File: src/common/dao_defines.vh
/*
 * constants for the dual converter output control block: register offsets,
 * field positions, reset values and timing counts.
 * assumes it is included by bare name from the design files.
 */
`ifndef DAO_DEFINES_VH
`define DAO_DEFINES_VH

// register byte offsets on the avalon slave
`define DAO_REG_CTRL        6'h00
`define DAO_REG_STATUS      6'h04
`define DAO_REG_IRQ_STAT    6'h08
`define DAO_REG_IRQ_MASK    6'h0c
`define DAO_REG_CNT_A       6'h10
`define DAO_REG_CNT_B       6'h14

// ctrl fields: four-level format and stabilizer select
`define DAO_CTRL_FMT_LSB    0
`define DAO_CTRL_FMT_MSB    1
`define DAO_CTRL_RESET      2'h0

// format select levels
`define DAO_FMT_GND         2'h0
`define DAO_FMT_THIRD       2'h1
`define DAO_FMT_TWO_THIRD   2'h2
`define DAO_FMT_SUPPLY      2'h3

// per-channel power state codes, {powerdown_select, output_enable_n}
`define DAO_PWR_NORMAL      2'h0
`define DAO_PWR_HIZ         2'h1
`define DAO_PWR_NAP         2'h2
`define DAO_PWR_SLEEP       2'h3

// interrupt status bits
`define DAO_IRQ_RANGE_A     0
`define DAO_IRQ_RANGE_B     1
`define DAO_IRQ_BITS        2

// conversion pipeline latency in sample clock cycles
`define DAO_PIPE_LATENCY    5
`define DAO_RESULT_BITS     12

`endif

File: src/logic/dao_pipe_delay.v
/*
 * conversion pipeline of one channel: a shift of result words that advances
 * once per sample clock rising edge while the channel converts, output taken from a register.
 * assumes the caller gives a one-cycle advance strobe in the core_clk domain.
 */
module dao_pipe_delay #(
    parameter WIDTH = 13,
    parameter DEPTH = 5
) (
    // clock and reset
    input  wire             core_clk,
    input  wire             sys_rst,
    // stream
    input  wire             adv,
    input  wire [WIDTH-1:0] din,
    output reg  [WIDTH-1:0] dout
);

    reg [WIDTH-1:0] stage_r [0:DEPTH-1];
    integer         i;

    // word taken at advance k leaves on dout at advance k+DEPTH
    always @(posedge core_clk or posedge sys_rst) begin
        if (sys_rst) begin
            for (i = 0; i < DEPTH; i = i + 1) begin
                stage_r[i] <= {WIDTH{1'b0}};
            end
            dout <= {WIDTH{1'b0}};
        end else if (adv) begin
            stage_r[0] <= din;
            for (i = 1; i < DEPTH; i = i + 1) begin
                stage_r[i] <= stage_r[i-1];
            end
            dout <= stage_r[DEPTH-1];
        end
    end

endmodule // dao_pipe_delay

File: src/logic/dao_output_ctrl.v
/*
 * digital control and output side of a dual 12-bit pipelined converter:
 * per-channel sampling, power and output-enable decode, bus swap, shared
 * format and stabilizer select, overrange flags, avalon-mm register slave.
 *
 * register map, 32-bit words at byte offsets:
 *   0x00 ctrl      [1:0] format level, 0 ground .. 3 full supply
 *   0x04 status    [1:0] power code of channel a, [3:2] of channel b,
 *                  [4] two's complement, [5] stabilizer, [6] swap pin
 *   0x08 irq stat  [0] range event channel a, [1] channel b, write one clears
 *   0x0c irq mask  same layout as irq stat
 *   0x10 count a   sample edges taken by channel a
 *   0x14 count b   sample edges taken by channel b
 * unmapped offsets read zero and ignore writes.
 * bus words, flags, oe and the stabilizer enable are registered; irq and
 * waitrequest are combinational.
 *
 * assumes all pins, the sample clocks among them, are synchronous to core_clk
 * and that raw codes arrive as offset binary with an overrange bit.
 * a sample clock must stay low for at least one core cycle between edges,
 * otherwise the edge detector merges two samples into one.
 * the format level lives in a register since a four-level pin has no
 * digital equivalent; software writes the level it would have strapped.
 * reset is asynchronous and clears every register; nothing depends on the
 * sample clocks while it is held.
 */
// Chosen here: the Avalon-MM interface to the registers and the register offsets.
`include "dao_defines.vh"

module dao_output_ctrl #(
    parameter RES_BITS = `DAO_RESULT_BITS,
    parameter LATENCY  = `DAO_PIPE_LATENCY
) (
    // clock and reset
    input  wire                core_clk,
    input  wire                sys_rst,
    // sample clocks and static control pins
    input  wire                chan_a_sample_clock,
    input  wire                chan_b_sample_clock,
    input  wire                bus_swap_select,
    input  wire                chan_a_powerdown_select,
    input  wire                chan_b_powerdown_select,
    input  wire                chan_a_output_enable_n,
    input  wire                chan_b_output_enable_n,
    // raw quantiser results, offset binary, with overrange
    input  wire [RES_BITS-1:0] chan_a_raw_code,
    input  wire                chan_a_raw_over,
    input  wire [RES_BITS-1:0] chan_b_raw_code,
    input  wire                chan_b_raw_over,
    // output buses, each with an output enable
    output reg  [RES_BITS-1:0] bus_a_result,
    output reg                 bus_a_range_flag,
    output reg                 bus_a_oe,
    output reg  [RES_BITS-1:0] bus_b_result,
    output reg                 bus_b_range_flag,
    output reg                 bus_b_oe,
    // stabilizer enable shared by both channels
    output reg                 duty_stab_en,
    // avalon-mm slave
    input  wire [5:0]          avs_address,
    input  wire                avs_read,
    input  wire                avs_write,
    input  wire [31:0]         avs_writedata,
    output reg  [31:0]         avs_readdata,
    output wire                avs_waitrequest,
    // interrupt
    output wire                irq
);

    // decode of one channel's pins into a power state code
    function [1:0] pwr_state;
        input pd;
        input oe_n;
        begin
            pwr_state = {pd, oe_n};
        end
    endfunction

    // levels 2 and 3 select two's complement
    // decode of the shared format level: two's complement when set
    function fmt_twos;
        input [1:0] lvl;
        begin
            fmt_twos = (lvl == `DAO_FMT_TWO_THIRD) || (lvl == `DAO_FMT_SUPPLY);
        end
    endfunction

    // levels 1 and 2 run the stabilizer, 0 and 3 leave it off
    // decode of the shared format level: stabilizer on when set
    function fmt_stab;
        input [1:0] lvl;
        begin
            fmt_stab = (lvl == `DAO_FMT_THIRD) || (lvl == `DAO_FMT_TWO_THIRD);
        end
    endfunction

    // state kept across cycles, and rd_nxt, the combinational read word
    reg  [1:0]          fmt_r;
    reg  [1:0]          clk_prev_r;
    reg  [`DAO_IRQ_BITS-1:0] irq_stat_r;
    reg  [`DAO_IRQ_BITS-1:0] irq_mask_r;
    reg  [31:0]         cnt_a_r;
    reg  [31:0]         cnt_b_r;
    reg                 ack_r;
    reg  [1:0]          adv_d_r;
    reg  [31:0]         rd_nxt;

    // decoded and combinational signals
    wire [1:0]          pwr_a;
    wire [1:0]          pwr_b;
    wire                conv_a;
    wire                conv_b;
    wire                drive_a;
    wire                drive_b;
    wire [1:0]          samp_clk;
    wire [1:0]          samp_edge;
    wire [1:0]          adv;
    wire [RES_BITS:0]   raw [0:1];
    wire [RES_BITS:0]   piped [0:1];
    wire [RES_BITS-1:0] fmt_code_a;
    wire [RES_BITS-1:0] fmt_code_b;
    wire                twos;
    wire                wr_en;
    wire [`DAO_IRQ_BITS-1:0] range_evt;

    // power code is {powerdown_select, output_enable_n}:
    //   00 normal, converts and drives
    //   01 converts, bus released
    //   10 nap, conversion stopped, bus released
    //   11 sleep, conversion stopped, bus released
    // released and nap differ only in whether the pipe keeps moving
    // each channel decodes its own pins
    assign pwr_a   = pwr_state(chan_a_powerdown_select, chan_a_output_enable_n);
    assign pwr_b   = pwr_state(chan_b_powerdown_select, chan_b_output_enable_n);
    // nap and sleep stop conversion, high-impedance still converts
    assign conv_a  = (pwr_a == `DAO_PWR_NORMAL) || (pwr_a == `DAO_PWR_HIZ);
    assign conv_b  = (pwr_b == `DAO_PWR_NORMAL) || (pwr_b == `DAO_PWR_HIZ);
    // only the normal state drives the pins
    assign drive_a = (pwr_a == `DAO_PWR_NORMAL);
    assign drive_b = (pwr_b == `DAO_PWR_NORMAL);

    // the sample clocks are far slower than core_clk and are treated as
    // levels; a 0->1 between two core edges is one sample edge. a clock
    // with no low core cycle between its edges would lose samples.
    // rising edges of the sample clocks, seen as synchronous levels
    assign samp_clk  = {chan_b_sample_clock, chan_a_sample_clock};
    assign samp_edge = samp_clk & ~clk_prev_r;
    assign adv       = samp_edge & {conv_b, conv_a};

    // pipe input word: overrange bit above the code
    assign raw[0] = {chan_a_raw_over, chan_a_raw_code};
    assign raw[1] = {chan_b_raw_over, chan_b_raw_code};

    // previous sample clock levels, and the advance strobe one cycle late
    always @(posedge core_clk or posedge sys_rst) begin
        if (sys_rst) begin
            clk_prev_r <= 2'h0;
            adv_d_r    <= 2'h0;
        end else begin
            clk_prev_r <= samp_clk;
            adv_d_r    <= adv;
        end
    end

    // the pipe stands in for the converter stages: a word captured at one
    // sample edge leaves after LATENCY further edges. a napping channel
    // holds its pipe, so its old words come out once it wakes again.
    // the overrange bit rides along so flag and word leave together
    // one pipeline per channel, each advanced by its own clock
    genvar g;
    generate
        for (g = 0; g < 2; g = g + 1) begin : g_chan
            dao_pipe_delay #(
                .WIDTH (RES_BITS + 1),
                .DEPTH (LATENCY)
            ) u_pipe (
                .core_clk (core_clk),
                .sys_rst  (sys_rst),
                .adv      (adv[g]),
                .din      (raw[g]),
                .dout     (piped[g])
            );
        end
    endgenerate

    // formatting is applied at the pipe output rather than at capture, so a
    // level change also reformats words already in flight; cheaper than a
    // format bit per stage and invisible to a user who keeps one level
    // one format level for both channels; msb flip gives two's complement
    assign twos       = fmt_twos(fmt_r);
    assign fmt_code_a = {piped[0][RES_BITS-1] ^ twos, piped[0][RES_BITS-2:0]};
    assign fmt_code_b = {piped[1][RES_BITS-1] ^ twos, piped[1][RES_BITS-2:0]};

    // each oe follows the state of whichever channel is routed to that
    // bus, so a swap moves the enable together with the data
    // output buses registered; swap follows the pin level directly so a
    // shared bus toggles with the tied clock, one core cycle behind
    always @(posedge core_clk or posedge sys_rst) begin
        if (sys_rst) begin
            bus_a_result     <= {RES_BITS{1'b0}};
            bus_a_range_flag <= 1'b0;
            bus_a_oe         <= 1'b0;
            bus_b_result     <= {RES_BITS{1'b0}};
            bus_b_range_flag <= 1'b0;
            bus_b_oe         <= 1'b0;
            duty_stab_en     <= 1'b0;
        end else begin
            duty_stab_en <= fmt_stab(fmt_r);
            if (bus_swap_select) begin
                bus_a_result     <= fmt_code_a;
                bus_a_range_flag <= piped[0][RES_BITS];
                bus_a_oe         <= drive_a;
                bus_b_result     <= fmt_code_b;
                bus_b_range_flag <= piped[1][RES_BITS];
                bus_b_oe         <= drive_b;
            end else begin
                bus_a_result     <= fmt_code_b;
                bus_a_range_flag <= piped[1][RES_BITS];
                bus_a_oe         <= drive_b;
                bus_b_result     <= fmt_code_a;
                bus_b_range_flag <= piped[0][RES_BITS];
                bus_b_oe         <= drive_a;
            end
        end
    end

    // adv_d_r lines the event up with the cycle in which the pipe output
    // has already moved, so the flag reports the word that just left
    // a result leaving the pipe with its overrange bit set is an event
    assign range_evt = {adv_d_r[1] & piped[1][RES_BITS], adv_d_r[0] & piped[0][RES_BITS]};

    // ack_r rises one cycle after a request arrives and clears itself, so
    // a master that holds its request sees exactly one wait state; one
    // that drops the request early never gets an answer
    // bus handshake: one wait cycle, then the answer at the next edge
    assign avs_waitrequest = (avs_read | avs_write) & ~ack_r;
    assign wr_en           = avs_write & ack_r;

    always @(posedge core_clk or posedge sys_rst) begin
        if (sys_rst) begin
            ack_r <= 1'b0;
        end else begin
            ack_r <= (avs_read | avs_write) & ~ack_r;
        end
    end

    // status bits are live views of pins and settings, not latched;
    // counters are read whole and a read does not freeze them
    // read mux; unmapped offsets read zero
    always @* begin
        rd_nxt = 32'h0;
        if (avs_address == `DAO_REG_CTRL) begin
            rd_nxt[1:0] = fmt_r;
        end else if (avs_address == `DAO_REG_STATUS) begin
            rd_nxt[1:0] = pwr_a;
            rd_nxt[3:2] = pwr_b;
            rd_nxt[4]   = twos;
            rd_nxt[5]   = duty_stab_en;
            rd_nxt[6]   = bus_swap_select;
        end else if (avs_address == `DAO_REG_IRQ_STAT) begin
            rd_nxt[`DAO_IRQ_BITS-1:0] = irq_stat_r;
        end else if (avs_address == `DAO_REG_IRQ_MASK) begin
            rd_nxt[`DAO_IRQ_BITS-1:0] = irq_mask_r;
        end else if (avs_address == `DAO_REG_CNT_A) begin
            rd_nxt = cnt_a_r;
        end else if (avs_address == `DAO_REG_CNT_B) begin
            rd_nxt = cnt_b_r;
        end
    end

    // read data loaded as waitrequest drops, held until the next read
    always @(posedge core_clk or posedge sys_rst) begin
        if (sys_rst) begin
            avs_readdata <= 32'h0;
        end else if (avs_read & ~ack_r) begin
            avs_readdata <= rd_nxt;
        end
    end

    // writes land in the cycle that waitrequest is low; status and counter
    // offsets are read only and silently drop writes
    // fmt_r resets to ground level: offset binary, stabilizer off
    // writable registers; a new event beats a write-one clear
    always @(posedge core_clk or posedge sys_rst) begin
        if (sys_rst) begin
            fmt_r      <= `DAO_CTRL_RESET;
            irq_mask_r <= {`DAO_IRQ_BITS{1'b0}};
            irq_stat_r <= {`DAO_IRQ_BITS{1'b0}};
        end else begin
            if (wr_en && avs_address == `DAO_REG_CTRL) begin
                fmt_r <= avs_writedata[`DAO_CTRL_FMT_MSB:`DAO_CTRL_FMT_LSB];
            end
            if (wr_en && avs_address == `DAO_REG_IRQ_MASK) begin
                irq_mask_r <= avs_writedata[`DAO_IRQ_BITS-1:0];
            end
            if (wr_en && avs_address == `DAO_REG_IRQ_STAT) begin
                irq_stat_r <= (irq_stat_r & ~avs_writedata[`DAO_IRQ_BITS-1:0]) | range_evt;
            end else begin
                irq_stat_r <= irq_stat_r | range_evt;
            end
        end
    end

    // they wrap after 2**32 edges; software compares differences
    // a channel with its bus released still converts, so it still counts
    // sample counters show conversion activity, frozen in nap and sleep
    always @(posedge core_clk or posedge sys_rst) begin
        if (sys_rst) begin
            cnt_a_r <= 32'h0;
            cnt_b_r <= 32'h0;
        end else begin
            if (adv[0]) begin
                cnt_a_r <= cnt_a_r + 32'h1;
            end
            if (adv[1]) begin
                cnt_b_r <= cnt_b_r + 32'h1;
            end
        end
    end

    // level interrupt: high while any unmasked status bit is set
    assign irq = |(irq_stat_r & irq_mask_r);

endmodule // dao_output_ctrl

File: config.mk
export PLATFORM = sky130hd
export DESIGN_NAME = dao_output_ctrl
export DESIGN_NICKNAME = d
export VERILOG_FILES = /design/src/logic/dao_pipe_delay.v /design/src/logic/dao_output_ctrl.v
export VERILOG_INCLUDE_DIRS = /design/src /design/src/common
export SDC_FILE = /design/constraint.sdc
export NUM_CORES = 1
export LEC_CHECK = 0
export BUFFER_PORTS_ARGS = -buffer_cell sky130_fd_sc_hd__buf_2
export CORE_MARGIN = 3
export CORE_UTILIZATION = 40
export DETAILED_ROUTE_END_ITERATION = 8
export SLEW_MARGIN = 20
export SYNTH_ARGS = -nofsm -noshare
export SYNTH_HDL_FRONTEND = slang
export SYNTH_SLANG_ARGS = --single-unit
File: constraint.sdc
create_clock -name core_clk -period 13.3 [get_ports core_clk]
set_input_delay 1.33 -clock core_clk [delete_from_list [all_inputs] [get_ports core_clk]]
set_output_delay 1.33 -clock core_clk [all_outputs]
set_load 0.005 [all_outputs]
==> results.yml <==
status:
  status: "finished clean"
layout:
  antenna_cells: 0
  layout-drive-gt1-share: 0.369
  multi_input_area_um2: 4120
  layout_common_cells: "dfrtp_1 (292), mux2_2 (188), buf_2 (107)"
  instances_no_fill: 1348
  design_area_um2: 13500
  syn_to_final_growth_pct: 16.5
  final_common_cell: "dfrtp_1"
  fillCellCount: 2550
  fin_util: 0.480
  num-nets-final: 1026
  regArea_um2: 7310
yosys:
  ys_seq_area_frac: 0.629
  yosysWarnings: 0
  syn_area_per_cell_um2: 13.8
  syn_area_um2: 11600
  syn_inst: 839
  yosys.cell_types.count: 39
  yosys.area.top_type: "dfrtp_1"
  synth_area_leaders: "dfrtp_1 (63%), mux2_2 (18%), xnor2_1 (3.5%)"
  ys_seq_elements: 292
  yosys.area.top_type_share: 0.629
  syn_nets: 918
sta:
  fmax_mhz: 288
  hold_viol_final: 0
  tns_ps: 0
  finalSetupViolCount: 0
  fin_ws_ps: 9830
  rsz0062_at_grt: "false"
  skew_ps: 8.98
  slew_violations: 0
  slew_headroom: 0.283
  worstMarginPinSlew_ps: 1080
  fin_crit_ps: 3470
  fin_crit_sh: 0.261
critical_path:
  arrival_ps: 3910
  required_ps: 13730
  crit_fanout: 86
  crit_family: "simple AND/OR/NAND/NOR gates"
  rrSetupSlack_ps: 10360
  endpoint_kind: "flip-flop"
  critPathLaunchType: "input port"
  crit_end: "cnt_b_r[15]"
  slowest_delay_ps: 780
  timing.rr.end: "cnt_b_r[15]"
  r2r_cells: 6
  path_class: "input port to flip-flop"
  path_depth: 7
  r2r_start: "clk_prev_r[1]"
  crit_chain: "buf_2 > nor3b_4 > buf_4 > nand4_1 > nor3_1 > nand3_1 > xnor2_1"
  crit_start: "chan_b_powerdown_select"
  cp_num_buf_inv: 2
  cp_slowest_cell: "buf_4"
clock_tree:
  htree_levels: 1
  clockBufferDepth: 3
  cts_buffers: 31
  insertion_delay_ps: 560
  cts_sinks: 292
  ctsResizeCount: 0
  cts_tree: "yes"
  cts_root_buffer: "clkbuf_16"
  cts_hold_buf: 0
  cts_setup_buffers: 0
  clk_pin_slew_ps: 60
drt:
  wl_met3_mm: 1.30
  drc: 0
  ant_nets: 0
  vias_per_cell: 4.98
  wirelength_mm: 21.3
  via_count: 6710
  maxUsedRoutingLayer: "met4"
  dr.pass1.iters: 4
  met1_length_mm: 9.68
  wl_met2_mm: 9.80
  drtIter0Drc: 377
  wire_per_inst_um: 15.8
floorplanning:
  die_area_um2: 31100
  rows: 61
  ios: 138
  die_y_um: 176
  die_w_um: 176
  initial_utilization: 0.412
  coreArea_um2: 28200
power_and_ir_drop:
  clockPowerShare: 0.329
  power_density_nw_per_um2: 181
  switchingPower_mw: 0.605
  p_leak_nw: 6.17
  p_comb_frac: 0.148
  power.internal_mw: 1.85
  peakVddDrop_v: 0.000134
  switching_share: 0.247
  seqPwrFrac: 0.523
global_route:
  grt_pass1_wl_mm: 35.2
  antenna_found_initial: 0
  grt_max_degree: 153
  grtUsageTotal: 0.137
  grt.overflow.total: 0
  grt_pass1_vias: 6882
placement:
  dp_hpwl_mm: 13.7
  place_congestion: 0.820
  dpl_cell_area_um2: 12500
  pre_cts_slack_ps: 9280
  place_inst: 1291
  io_buffer_count: 107
min_path:
  hold_depth: 1
  hold_path.class: "flip-flop to flip-flop"
flow_run:
  cap_violations: 0
Yosys cell counts, drive strengths merged:
cell type  instances
and3              10
nand3b             1
xnor2             47
nand2             65
clkbuf            18
inv                9
nand4             19
nor2              26
buf               19
o31ai              3
nor2b              2
mux2i              7
or3                2
a22oi             26
a32oi              1
xor2              17
or4                1
nor3               7
nor3b              2
nor4               3
o21ai             31
ha                 4
nand3             17
o221ai             1
mux2             188
and4               6
a21oi              4
and2               1
a211oi             2
or2                2
nand2b             1
a22o               3
dfrtp            292
a2111oi            1
a2bb2oi            1
through the flow:
| step | power [mW] | hold slack (ps) |
|---|---|---|
| 2_1_floorplan | 1.53 | 442 |
| 3_3_place_gp | 1.66 | 438 |
| 3_5_place_dp | 1.68 | 458 |
| 4_1_cts | 2.50 | 461 |
| 5_1_grt | 2.61 | 481 |
| 6_report | 2.45 | 460 |
routing by layer:
metal,GRT usage,up-vias
met1,0.186,3365
met2,0.221,141
met4,0.0360,0
met5,0,-
met3,0.0346,37
li1,-,3167
worst min path at each step:
stage	startpoint	end	slack, ps
after global routing	cnt_b_r[31]	cnt_b_r[31]	480
after floorplan	ack_r	ack_r	440
after CTS	ack_r	ack_r	460
after global placement	ack_r	ack_r	440
final	ack_r	ack_r	460
after detailed placement	ack_r	ack_r	460
power by group through the flow:
stage	combinational (mW)	clock, mW	sequential, mW
after global routing	0.411	0.875	1.32
after detailed placement	0.369	0	1.31
final	0.363	0.807	1.28
after floorplan	0.271	0	1.26
after CTS	0.372	0.839	1.29
after global placement	0.361	0	1.30
area by class of cell:
type / count / area share
clock buffers: 49 / 0.0683
clock inverters: 7 / 0.00370
inverters: 9 / 0.00305
multi-input cells: 501 / 0.305
flip-flops and latches: 292 / 0.540
well taps: 378 / 0.0350
repair buffers: 112 / 0.0448
logic make-up (layout without fill, tap and decap cells):
| group | count (synthesis) | count (layout) | share of synthesized area |
|---|---|---|---|
| buffers and inverters | 46 | 177 | 0.0169 |
| AO/OA/AOI/OAI | 73 | 73 | 0.0404 |
| adder cells (fa/ha/maj) | 4 | 4 | 0.00431 |
| XOR/XNOR | 64 | 64 | 0.0483 |
| multiplexers | 195 | 195 | 0.188 |
| AND/OR/NAND/NOR | 165 | 165 | 0.0726 |
| flip-flops | 292 | 292 | 0.629 |
flip-flops by register name (all words and copies together), names as in the netlist, 2 cells and up:
| name | flops |
|---|---|
| bus_a_result | 12 |
| fmt_r | 2 |
| clk_prev_r | 2 |
| adv_d_r | 2 |
| g_chan.u_pipe.stage_r | 130 |
| bus_b_result | 12 |
| avs_readdata | 32 |
| irq_stat_r | 2 |
| g_chan.u_pipe.dout | 26 |
| irq_mask_r | 2 |
| cnt_b_r | 32 |
| cnt_a_r | 32 |
Note: power is estimated with default switching activity, not from simulation.
